**src/hdl/sat_defines.vh**
```
// Purpose: Shared constants of the serial asynchronous transceiver.
// Assumes: Included by bare name from every design file of the block.
// Notes:   Definitions only.
`ifndef SAT_DEFINES_VH
`define SAT_DEFINES_VH

// Width of the run-time divisor input and of both baud counters.
`define SAT_DIV_W        12
// Synthesis-time divisor used by the minimal form.
`define SAT_DIV_FIXED    12'h0d9
// Smallest divisor that keeps the midpoint strobe clear of the restart.
`define SAT_DIV_MIN      12'h006

// Data bits per frame.
`define SAT_DATA_W       8
// Transmit shift register: parity stage, 8 data bits, start bit.
`define SAT_TXSR_W       10
// Bit counter load for one stop bit and no parity.
`define SAT_TXCNT_BASE   4'ha
`define SAT_TXCNT_W      4

// Receive shift register: stop, parity, 8 data bits, start bit.
`define SAT_RXSR_W       11
`define SAT_RXSR_PAR     9
`define SAT_RXSR_TOP     10

// Reset values.
`define SAT_TXSR_RST     10'h3ff
`define SAT_RXSR_RST     11'h7ff
`define SAT_DIV_RST      12'h000

`endif

```
**src/hdl/sat_uart.v**
```verilog
// Purpose: Asynchronous serial transmitter and receiver, minimal or enhanced form.
// Assumes: All inputs are synchronous to clk (40 MHz); the serial line idles high.
// Notes:   ENHANCED=0 gives the fixed divisor, no-parity form; 1 adds run-time
//          divisor and parity. Divisors below six are not supported.
`timescale 1ns/1ps
`include "sat_defines.vh"

module sat_uart (
  clk,
  arst_n,
  baudDiv,
  parityEnable,
  parityOdd,
  twoStopBits,
  txWrite,
  txByte,
  txIdle,
  txd,
  rxd,
  rxRead,
  rxData,
  rxValid,
  rxOverrun,
  frameError,
  parityError
);
  parameter ENHANCED = 1;

  input  wire                   clk;
  input  wire                   arst_n;
  input  wire [`SAT_DIV_W-1:0]  baudDiv;
  input  wire                   parityEnable;
  input  wire                   parityOdd;
  input  wire                   twoStopBits;
  input  wire                   txWrite;
  input  wire [`SAT_DATA_W-1:0] txByte;
  output reg                    txIdle;
  output wire                   txd;
  input  wire                   rxd;
  input  wire                   rxRead;
  output wire [`SAT_DATA_W-1:0] rxData;
  output wire                   rxValid;
  output wire                   rxOverrun;
  output wire                   frameError;
  output wire                   parityError;

  // Parity bit that completes the data to the selected even or odd count.
  function parity_bit;
    input [`SAT_DATA_W-1:0] data;
    input                   odd;
    begin
      parity_bit = (^data) ^ odd;
    end
  endfunction

  wire [`SAT_DIV_W-1:0] divisor;
  wire                  parOn;

  generate
    if (ENHANCED != 0) begin : g_enh
      assign divisor = baudDiv;
      assign parOn   = parityEnable;
    end else begin : g_min
      // The minimal form ignores baudDiv and parityEnable; twoStopBits still lengthens the transmit frame.
      assign divisor = `SAT_DIV_FIXED;
      assign parOn   = 1'b0;
    end
  endgenerate

  // ---------------- Transmitter ----------------
  reg  [`SAT_TXSR_W-1:0]  txShift_q;
  reg  [`SAT_TXSR_W-1:0]  txShift_d;
  reg  [`SAT_TXCNT_W-1:0] txCount_q;
  reg  [`SAT_TXCNT_W-1:0] txCount_d;
  wire                    txTick;
  wire [`SAT_TXCNT_W-1:0] txLoad;

  sat_baud_counter u_tx_baud (
    .clk      (clk),
    .arst_n   (arst_n),
    .divisor  (divisor),
    .restart  (txWrite),
    .terminal (txTick),
    .midpoint ()
  );

  // Ten for start+data+stop, one more per extra stop and per parity bit.
  assign txLoad = `SAT_TXCNT_BASE + {3'h0, twoStopBits} + {3'h0, parOn};

  always @* begin
    txShift_d = txShift_q;
    txCount_d = txCount_q;
    if (txWrite) begin
      // A write while busy aborts the frame in flight: there is no holding register.
      txShift_d = {parity_bit(txByte, parityOdd), txByte, 1'b0};
      txCount_d = txLoad;
    end else if (txTick && (txCount_q != 4'h0)) begin
      // Parity stage feeds the data stages only when parity is on.
      txShift_d = {1'b1, (parOn ? txShift_q[`SAT_TXSR_W-1] : 1'b1),
                   txShift_q[`SAT_TXSR_W-2:1]};
      txCount_d = txCount_q - 4'h1;
    end
  end

  always @(posedge clk or negedge arst_n) begin
    if (!arst_n) begin
      txShift_q <= `SAT_TXSR_RST;
      txCount_q <= 4'h0;
      txIdle    <= 1'b1;
    end else begin
      txShift_q <= txShift_d;
      txCount_q <= txCount_d;
      txIdle    <= (txCount_d == 4'h0);
    end
  end

  // Stage zero drives the line; it holds one between frames.
  assign txd = txShift_q[0];

  // ---------------- Receiver ----------------
  reg                    rxLine_q;
  reg                    rxLinePrev_q;
  reg  [`SAT_RXSR_W-1:0] rxShift_q;
  reg  [`SAT_RXSR_W-1:0] rxShift_d;
  reg                    rxStore;
  reg  [`SAT_DATA_W-1:0] rxStoreData;
  reg                    rxStoreStop;
  reg                    rxStoreParErr;
  wire                   rxEdge;
  wire                   rxSample;

  assign rxEdge = rxLine_q ^ rxLinePrev_q;

  sat_baud_counter u_rx_baud (
    .clk      (clk),
    .arst_n   (arst_n),
    .divisor  (divisor),
    .restart  (rxEdge),
    .terminal (),
    .midpoint (rxSample)
  );

  always @* begin
    rxShift_d     = rxShift_q;
    rxStore       = 1'b0;
    rxStoreData   = rxShift_q[`SAT_DATA_W:1];
    rxStoreStop   = parOn ? rxShift_q[`SAT_RXSR_TOP] : rxShift_q[`SAT_RXSR_PAR];
    rxStoreParErr = parOn &&
                    (parity_bit(rxShift_q[`SAT_DATA_W:1], parityOdd) != rxShift_q[`SAT_RXSR_PAR]);
    if (!rxShift_q[0]) begin
      // Start bit reached the lowest stage: frame complete.
      rxStore   = 1'b1;
      rxShift_d = `SAT_RXSR_RST;
    end else if (rxSample && !rxEdge) begin
      // A sample in the cycle that sees the start edge comes before the restart and would take the start bit twice.
      if (parOn) begin
        rxShift_d = {rxLine_q, rxShift_q[`SAT_RXSR_W-1:1]};
      end else begin
        // Enter at the parity stage, bypassing the stop stage, so that the stop bit lands next to the data.
        rxShift_d = {1'b1, rxLine_q, rxShift_q[`SAT_RXSR_PAR:1]};
      end
    end
  end

  always @(posedge clk or negedge arst_n) begin
    if (!arst_n) begin
      rxLine_q     <= 1'b1;
      rxLinePrev_q <= 1'b1;
      rxShift_q    <= `SAT_RXSR_RST;
    end else begin
      rxLine_q     <= rxd;
      rxLinePrev_q <= rxLine_q;
      rxShift_q    <= rxShift_d;
    end
  end

  sat_rx_buffer u_rx_buf (
    .clk         (clk),
    .arst_n      (arst_n),
    .store       (rxStore),
    .storeData   (rxStoreData),
    .storeStop   (rxStoreStop),
    .storeParErr (rxStoreParErr),
    .readStrobe  (rxRead),
    .rxData      (rxData),
    .rxValid     (rxValid),
    .rxOverrun   (rxOverrun),
    .frameError  (frameError),
    .parityError (parityError)
  );
endmodule // sat_uart

```
**src/hdl/sat_baud_counter.v**
```verilog
// Purpose: Baud counter that ticks once per bit period, with no prescaler.
// Assumes: divisor is at least six; it may change at any time.
// Notes:   Counts 0 .. divisor-1; restart forces the count back to zero.
`timescale 1ns/1ps
`include "sat_defines.vh"

module sat_baud_counter (
  clk,
  arst_n,
  divisor,
  restart,
  terminal,
  midpoint
);
  input  wire                  clk;
  input  wire                  arst_n;
  input  wire [`SAT_DIV_W-1:0] divisor;
  input  wire                  restart;
  output wire                  terminal;
  output wire                  midpoint;

  reg  [`SAT_DIV_W-1:0] count_q;
  wire [`SAT_DIV_W-1:0] lastCount;
  wire [`SAT_DIV_W-1:0] halfCount;

  assign lastCount = divisor - 12'h001;
  assign halfCount = {1'b0, divisor[`SAT_DIV_W-1:1]};

  // A count already past a freshly lowered divisor also wraps, so a
  // divisor change never leaves the counter running up to overflow.
  assign terminal = (count_q >= lastCount);
  assign midpoint = (count_q == halfCount);

  always @(posedge clk or negedge arst_n) begin
    if (!arst_n) begin
      count_q <= `SAT_DIV_RST;
    end else if (restart || terminal) begin
      count_q <= `SAT_DIV_RST;
    end else begin
      count_q <= count_q + 12'h001;
    end
  end
endmodule // sat_baud_counter

```
**src/hdl/sat_rx_buffer.v**
```verilog
// Purpose: One-byte receive output buffer with valid and overrun flags.
// Assumes: store and readStrobe are single-cycle pulses.
// Notes:   A store in the same cycle as a read strobe wins over the clear.
`timescale 1ns/1ps
`include "sat_defines.vh"

module sat_rx_buffer (
  clk,
  arst_n,
  store,
  storeData,
  storeStop,
  storeParErr,
  readStrobe,
  rxData,
  rxValid,
  rxOverrun,
  frameError,
  parityError
);
  input  wire                   clk;
  input  wire                   arst_n;
  input  wire                   store;
  input  wire [`SAT_DATA_W-1:0] storeData;
  input  wire                   storeStop;
  input  wire                   storeParErr;
  input  wire                   readStrobe;
  output reg  [`SAT_DATA_W-1:0] rxData;
  output reg                    rxValid;
  output reg                    rxOverrun;
  output reg                    frameError;
  output reg                    parityError;

  always @(posedge clk or negedge arst_n) begin
    if (!arst_n) begin
      rxData      <= 8'h00;
      rxValid     <= 1'b0;
      rxOverrun   <= 1'b0;
      frameError  <= 1'b0;
      parityError <= 1'b0;
    end else if (store) begin
      rxData      <= storeData;
      frameError  <= ~storeStop;
      parityError <= storeParErr;
      rxValid     <= 1'b1;
      rxOverrun   <= rxOverrun | rxValid;
    end else if (readStrobe) begin
      rxValid     <= 1'b0;
      rxOverrun   <= 1'b0;
    end
  end
endmodule // sat_rx_buffer

```
**config.mk**
```make
export PLATFORM = sky130hd
export DESIGN_NAME = sat_uart
export DESIGN_NICKNAME = d
export VERILOG_FILES = /design/src/hdl/sat_uart.v /design/src/hdl/sat_baud_counter.v /design/src/hdl/sat_rx_buffer.v
export VERILOG_INCLUDE_DIRS = /design/src /design/src/hdl
export SDC_FILE = /design/constraint.sdc
export NUM_CORES = 1
export LEC_CHECK = 0
export BUFFER_PORTS_ARGS = -buffer_cell sky130_fd_sc_hd__buf_2
export CAP_MARGIN = 20
export CORE_AREA = 10 10 114 116
export CTS_CLUSTER_SIZE = 16
export DETAILED_ROUTE_END_ITERATION = 12
export DIE_AREA = 0 0 124 126
export PLACE_DENSITY = 0.62
export SYNTH_ARGS = -nofsm -noshare
export SYNTH_HDL_FRONTEND = slang
export SYNTH_HIERARCHICAL = 1
export SYNTH_SLANG_ARGS = --single-unit
```
**constraint.sdc**
```tcl
create_clock -name clk -period 4 [get_ports clk]
set_clock_uncertainty 0.2 [all_clocks]
set_input_delay 0.8 -clock clk [delete_from_list [all_inputs] [get_ports clk]]
set_output_delay 0.8 -clock clk [all_outputs]
set_load 0.02 [all_outputs]
```
* Yosys cells after proc, flatten, opt, wreduce, memory -nomap -nowiden
Cells that the tools add are included.
** Storage, ports and cells
- Bits in registers :: 64
- Output and inout port bits :: 14
- Logic and storage cells :: 56
** Operators by class
- Equal/unequal tests :: 4
- Bitwise gates (word level) :: 5
- $lt $le $gt $ge :: 2
- Reduce and logical (&&, ||, !) cells :: 11
- Multiplexer cells :: 14
- Add/subtract/negate cells :: 6
** Operator list (count)
- $mux W11 :: 3
- $add A12 B1 Y12 const B :: 2
- $ge A12 B12 Y1 :: 2
- $mux W12 :: 2
- $mux W10 :: 2
- $reduce_xor A8 Y1 :: 2
- $eq A12 B11 Y1 :: 1
- $sub A12 B1 Y12 const B :: 1
- $mux W4 :: 2
- $mux W1 :: 5
- $add A4 B1 Y4 :: 1
- $add A4 B1 Y4 const A :: 1
- $logic_not A4 Y1 :: 1
- $reduce_bool A4 Y1 :: 1
- $sub A4 B1 Y4 const B :: 1
- $logic_and A1 B1 Y1 :: 3
- $xor A1 B1 Y1 :: 3
- $logic_or A1 B1 Y1 :: 2
- $ne A2 B1 Y1 const B :: 1
- $ne A2 B2 Y1 const B :: 1
- $reduce_bool A2 Y1 :: 1
- $logic_not A1 Y1 :: 1
- $ne A1 B1 Y1 :: 1
- $not A1 Y1 :: 1
- $or A1 B1 Y1 :: 1

* Depth between registers and ports, before layout
- Depth after elaboration :: 6
- Depth in mapped cells :: 14
- Gate-level depth less buffers :: 14

* Hierarchy
The synthesis kept the hierarchy.
** By module, submodules not included
- sat_uart :: sequential area each 730.7 µm², area each 1416.4 µm², cells an instance 121, times used 1
- sat_baud_counter (u_tx_baud) :: sequential area each 300.3 µm², area each 1174.9 µm², cells an instance 127, times used 1
- sat_baud_counter (u_rx_baud) :: sequential area each 300.3 µm², area each 1167.4 µm², cells an instance 127, times used 1
- sat_rx_buffer :: sequential area each 300.3 µm², area each 470.5 µm², cells an instance 29, times used 1

* Worst setup path after synthesis
Ideal clock, no wire load.
- Path kind :: input to register
- Start :: input baudDiv[7]
- End :: register txIdle
- Buffers on the path :: 0
- Data arrival time :: 3.581 ns
- Required time :: 3.719 ns
- Path slack :: 0.138 ns
- Cell stages on the path :: 11
- Path through :: or4_1 -> nor2_1 -> xnor2_1 -> ha_1 -> a21o_1 -> a21o_1 -> a2111o_1 -> a31o_2 -> o21ai_1 -> mux2_2 -> nor3b_2
** On the way
- Longest elaborated chain between the ends :: 6
** RTL lines
- start: declaration :: RTL line sat_uart.v:31 : input wire [`SAT_DIV_W-1:0] baudDiv;
- $sub A12 B1 Y12 :: RTL line sat_baud_counter.v:26 : assign lastCount = divisor - 12'h001;
- $ge A12 B12 Y1 :: RTL line sat_baud_counter.v:31 : assign terminal = (count_q >= lastCount);
- net txTick :: RTL line sat_uart.v:75 : wire txTick;
- $logic_and A1 B1 Y1 :: RTL line sat_uart.v:97 : end else if (txTick && (txCount_q != 4'h0)) begin
- $mux W4 :: RTL line sat_uart.v:97
- $mux W4 :: RTL line sat_uart.v:93 : if (txWrite) begin
- $logic_not A4 Y1 :: RTL line sat_uart.v:113 : txIdle <= (txCount_d == 4'h0);
- end signal: assignment :: RTL line sat_uart.v:113
- end: declaration :: RTL line sat_uart.v:37 : output reg txIdle;
The timed path passes the listed nets, and every way through them passes these cells.
A chain may end at the register's enable or synchronous reset.

* Worst setup path in the final report
- Start :: input baudDiv[7]
- End :: register txIdle
** On the way
- Longest elaborated chain between the ends :: 6
** RTL lines
- $sub A12 B1 Y12 :: RTL line sat_baud_counter.v:26
- $ge A12 B12 Y1 :: RTL line sat_baud_counter.v:31
- net txTick :: RTL line sat_uart.v:75
- $logic_and A1 B1 Y1 :: RTL line sat_uart.v:97
- $mux W4 :: RTL line sat_uart.v:97
- $mux W4 :: RTL line sat_uart.v:93
- net txCount_d[3] :: RTL line sat_uart.v:74 : reg [`SAT_TXCNT_W-1:0] txCount_d;
- $logic_not A4 Y1 :: RTL line sat_uart.v:113
The timed path passes the listed nets, and every way through them passes these cells.

==> summary.md <==
| Metric | Value |
|---|---|
| CP Launch Type | `primary input` |
| RSZ-0062 raised after global routing | `false` |
| Pwr Total | `1.526 mW` |
| Top layer in use | `met4` |
| CP cell instances | `buf_2, or4_1, nor4_2, xnor2_1, ha_1, nand4_1, nor3_1, a31o_2, or4b_1, a211o_1, nor3b_2` |
| Final setup fails | `0` |
| P&R area growth vs syn | `15.01%` |
| Minimum clock period | `3.766 ns` |
| Placed Cells incl. Taps | `568` |
| Worst Path Class, Setup | `in -> reg` |
| Fraction of layout cells with a size suffix above 1 | `0.2950` |
| Number of cell rows | `38` |
| Starting density of the core | `0.3833` |
| Metal-1 WL | `4167 um` |
| Crit end category | `flop` |
| FMAX | `265.6 MHz` |
| CP required | `4.06 ns` |
| Tightest Pin Transition | `0.6214 ns` |
| Instance count on the critical path | `11` |
| Cell area after synthesis | `4100 um^2` |
| Detailed-route DRC error count | `0` |
| Dpl ws | `-0.09276 ns` |
| Leakage | `2.099 nW` |
| All-Layer GR Usage | `0.1165` |
| DRT Pass-1 Iters | `4` |
| WL/cell | `14.93 um` |
| Hold Crit Class | `reg -> reg` |
| DR WL met3 | `379 um` |
| Register area | `1632 um^2` |
| ANT cells | `0` |
| Setup ws final | `0.2343 ns` |
| Syn Inst Count | `388` |
| CTS tree | `done` |
| Crit path DAT | `3.83 ns` |
| Antenna violations before repair | `0` |
| Syn Nets | `446` |
| Core area | `10,700 um^2` |
| Max-slew violations | `0` |
| Die span in x | `124 um` |
| Port buffer count | `41` |
| Fin crit share | `0.9414` |
| R2R Path Start | `u_tx_baud/count_q[9]$_DFF_PN0_` |
| Rel. slew slack | `0.5857` |
| VDD IR max | `242.4 uV` |
| Via/cell ratio | `5.074` |
| Num CTS Buffers | `9` |
| Post-Route WL | `8721 um` |
| # fillers | `1,043` |
| Root buffer cell | `clkbuf_8` |
| CTS resizes | `0` |
| Pwr Density | `323.6 nW/um^2` |
| CP startpoint | `baudDiv[7]` |
| Status | `complete, no violations` |
| Gr ovfl total | `0` |
| Io pins | `42` |
| Die Y | `126 um` |
| Largest net degree at the start of global routing | `38` |
| Maximum fanout along the worst path | `3` |
| # Post-CTS Setup Buffers | `0` |
| Insertion delay to the later sink of the worst-skew pair | `0.34 ns` |
| Reg2Reg Capture Point | `txShift_q[1]$_DFFE_PN1P_` |
| Area of the multi-input gates | `2335 um^2` |
| Max_cap viols | `0` |
| Top cell family by delay on the critical path | `simple AND/OR/NAND/NOR gates` |
| Crit path capture | `txIdle$_DFF_PN1_` |
| H-Tree Depth | `3` |
| First-pass GRT wire length | `14,970 um` |
| DR iter-0 viols | `119` |
| Final net count | `497` |
| Hold Buf Count CTS | `0` |
| Slowest stage cell, crit path | `or4_1` |
| Hold Fails Final Rpt | `0` |
| Worst-path clk slew | `0.08 ns` |
| Reg2reg setup slack | `1.24 ns` |
| RD Place Congestion | `0.8552` |
| Clk sinks | `64` |
| Final non-filler cell total | `584` |
| Vias in the first global route | `3,129` |
| Detail Route Antenna Nets | `0` |
| Synth Warn # | `6` |
| Clock tree buffer depth | `2` |
| Max incr delay on CP | `0.58 ns` |
| Detailed-route via count | `2,963` |
| Syn_area_per_cell | `10.57 um^2` |
| Met2 wire length | `4066 um` |
| Crit path buffers/inverters | `1` |
| Final HPWL DP | `6461 um` |
| Reg2reg path depth | `9` |
| Die Footprint | `15,620 um^2` |
[metal layers]
| metal | track usage | up-vias |
|---|---|---|
| li1 | - | 1475 |
| met1 | 0.1510 | 1420 |
| met2 | 0.1821 | 58 |
| met3 | 0.03709 | 10 |
| met4 | 0.03117 | 0 |
| met5 | 0 | - |
[worst min-delay path by stage]
stage / depth (start not counted) / start / slack [ns] / end
floorplan: 0 / rxLine_q$_DFF_PN1_ / 0.17 / rxLinePrev_q$_DFF_PN1_
global placement: 0 / rxLine_q$_DFF_PN1_ / 0.18 / rxLinePrev_q$_DFF_PN1_
detailed placement: 0 / rxLine_q$_DFF_PN1_ / 0.19 / rxLinePrev_q$_DFF_PN1_
CTS: 0 / rxLine_q$_DFF_PN1_ / 0.20 / rxLinePrev_q$_DFF_PN1_
global route: 0 / rxLine_q$_DFF_PN1_ / 0.22 / rxLinePrev_q$_DFF_PN1_
finish: 0 / rxLine_q$_DFF_PN1_ / 0.21 / rxLinePrev_q$_DFF_PN1_
[flip-flops by register name (all words and copies together), names as in the netlist, 4 cells and up]
| signal | flops |
|---|---|
| u_rx_baud/count_q | 12 |
| u_tx_baud/count_q | 12 |
| rxShift_q | 11 |
| txShift_q | 10 |
| u_rx_buf/rxData | 8 |
| txCount_q | 4 |
[cell usage in the layout, fill, tap and decap left out, types with 6 or more instances in the layout]
cell / n
xnor2_1: 53
dfstp_2: 24
nand4_1: 9
nand2_1: 29
buf_4: 11
dfrtp_1: 40
mux2_4: 6
mux2i_1: 10
o21ai_0: 15
nor3_2: 19
xor2_1: 14
mux2_2: 6
clkbuf_8: 9
nor2_1: 19
ha_1: 30
nor4_1: 6
nor3_1: 25
buf_2: 41
a21oi_1: 6
inv_1: 16
o22a_1: 9
[per-stage QoR]
stage	cell area [um^2]	hold WS (ns)	util	setup TNS [ns]
6_report	4716	0.2052	0.4408	0
2_1_floorplan	4100	0.1722	-	0
5_1_grt	4716	0.2187	0.4408	0
3_5_place_dp	4489	0.1864	0.4196	-0.4697
3_3_place_gp	4489	0.1847	0.4196	0
4_1_cts	4716	0.2040	0.4408	0
[report_power, final]
group / internal (mW) / leakage (nW) / switching [mW] / total, mW
Combinational: 0.0880 / 1.20 / 0.105 / 0.193
Sequential: 0.679 / 0.788 / 0.0221 / 0.701
Clock: 0.358 / 0.111 / 0.273 / 0.631
Total: 1.13 / 2.10 / 0.400 / 1.53
[area by class of cell]
| cell class | instances | area share |
|---|---|---|
| timing repair buffer | 52 | 0.06102 |
| multi-input combinational | 296 | 0.4951 |
| clock buffer | 9 | 0.02627 |
| tap | 140 | 0.03715 |
| clock inverter | 7 | 0.02176 |
| inverter | 16 | 0.01274 |
| sequential | 64 | 0.3460 |
(Power assumes the default switching activity.)
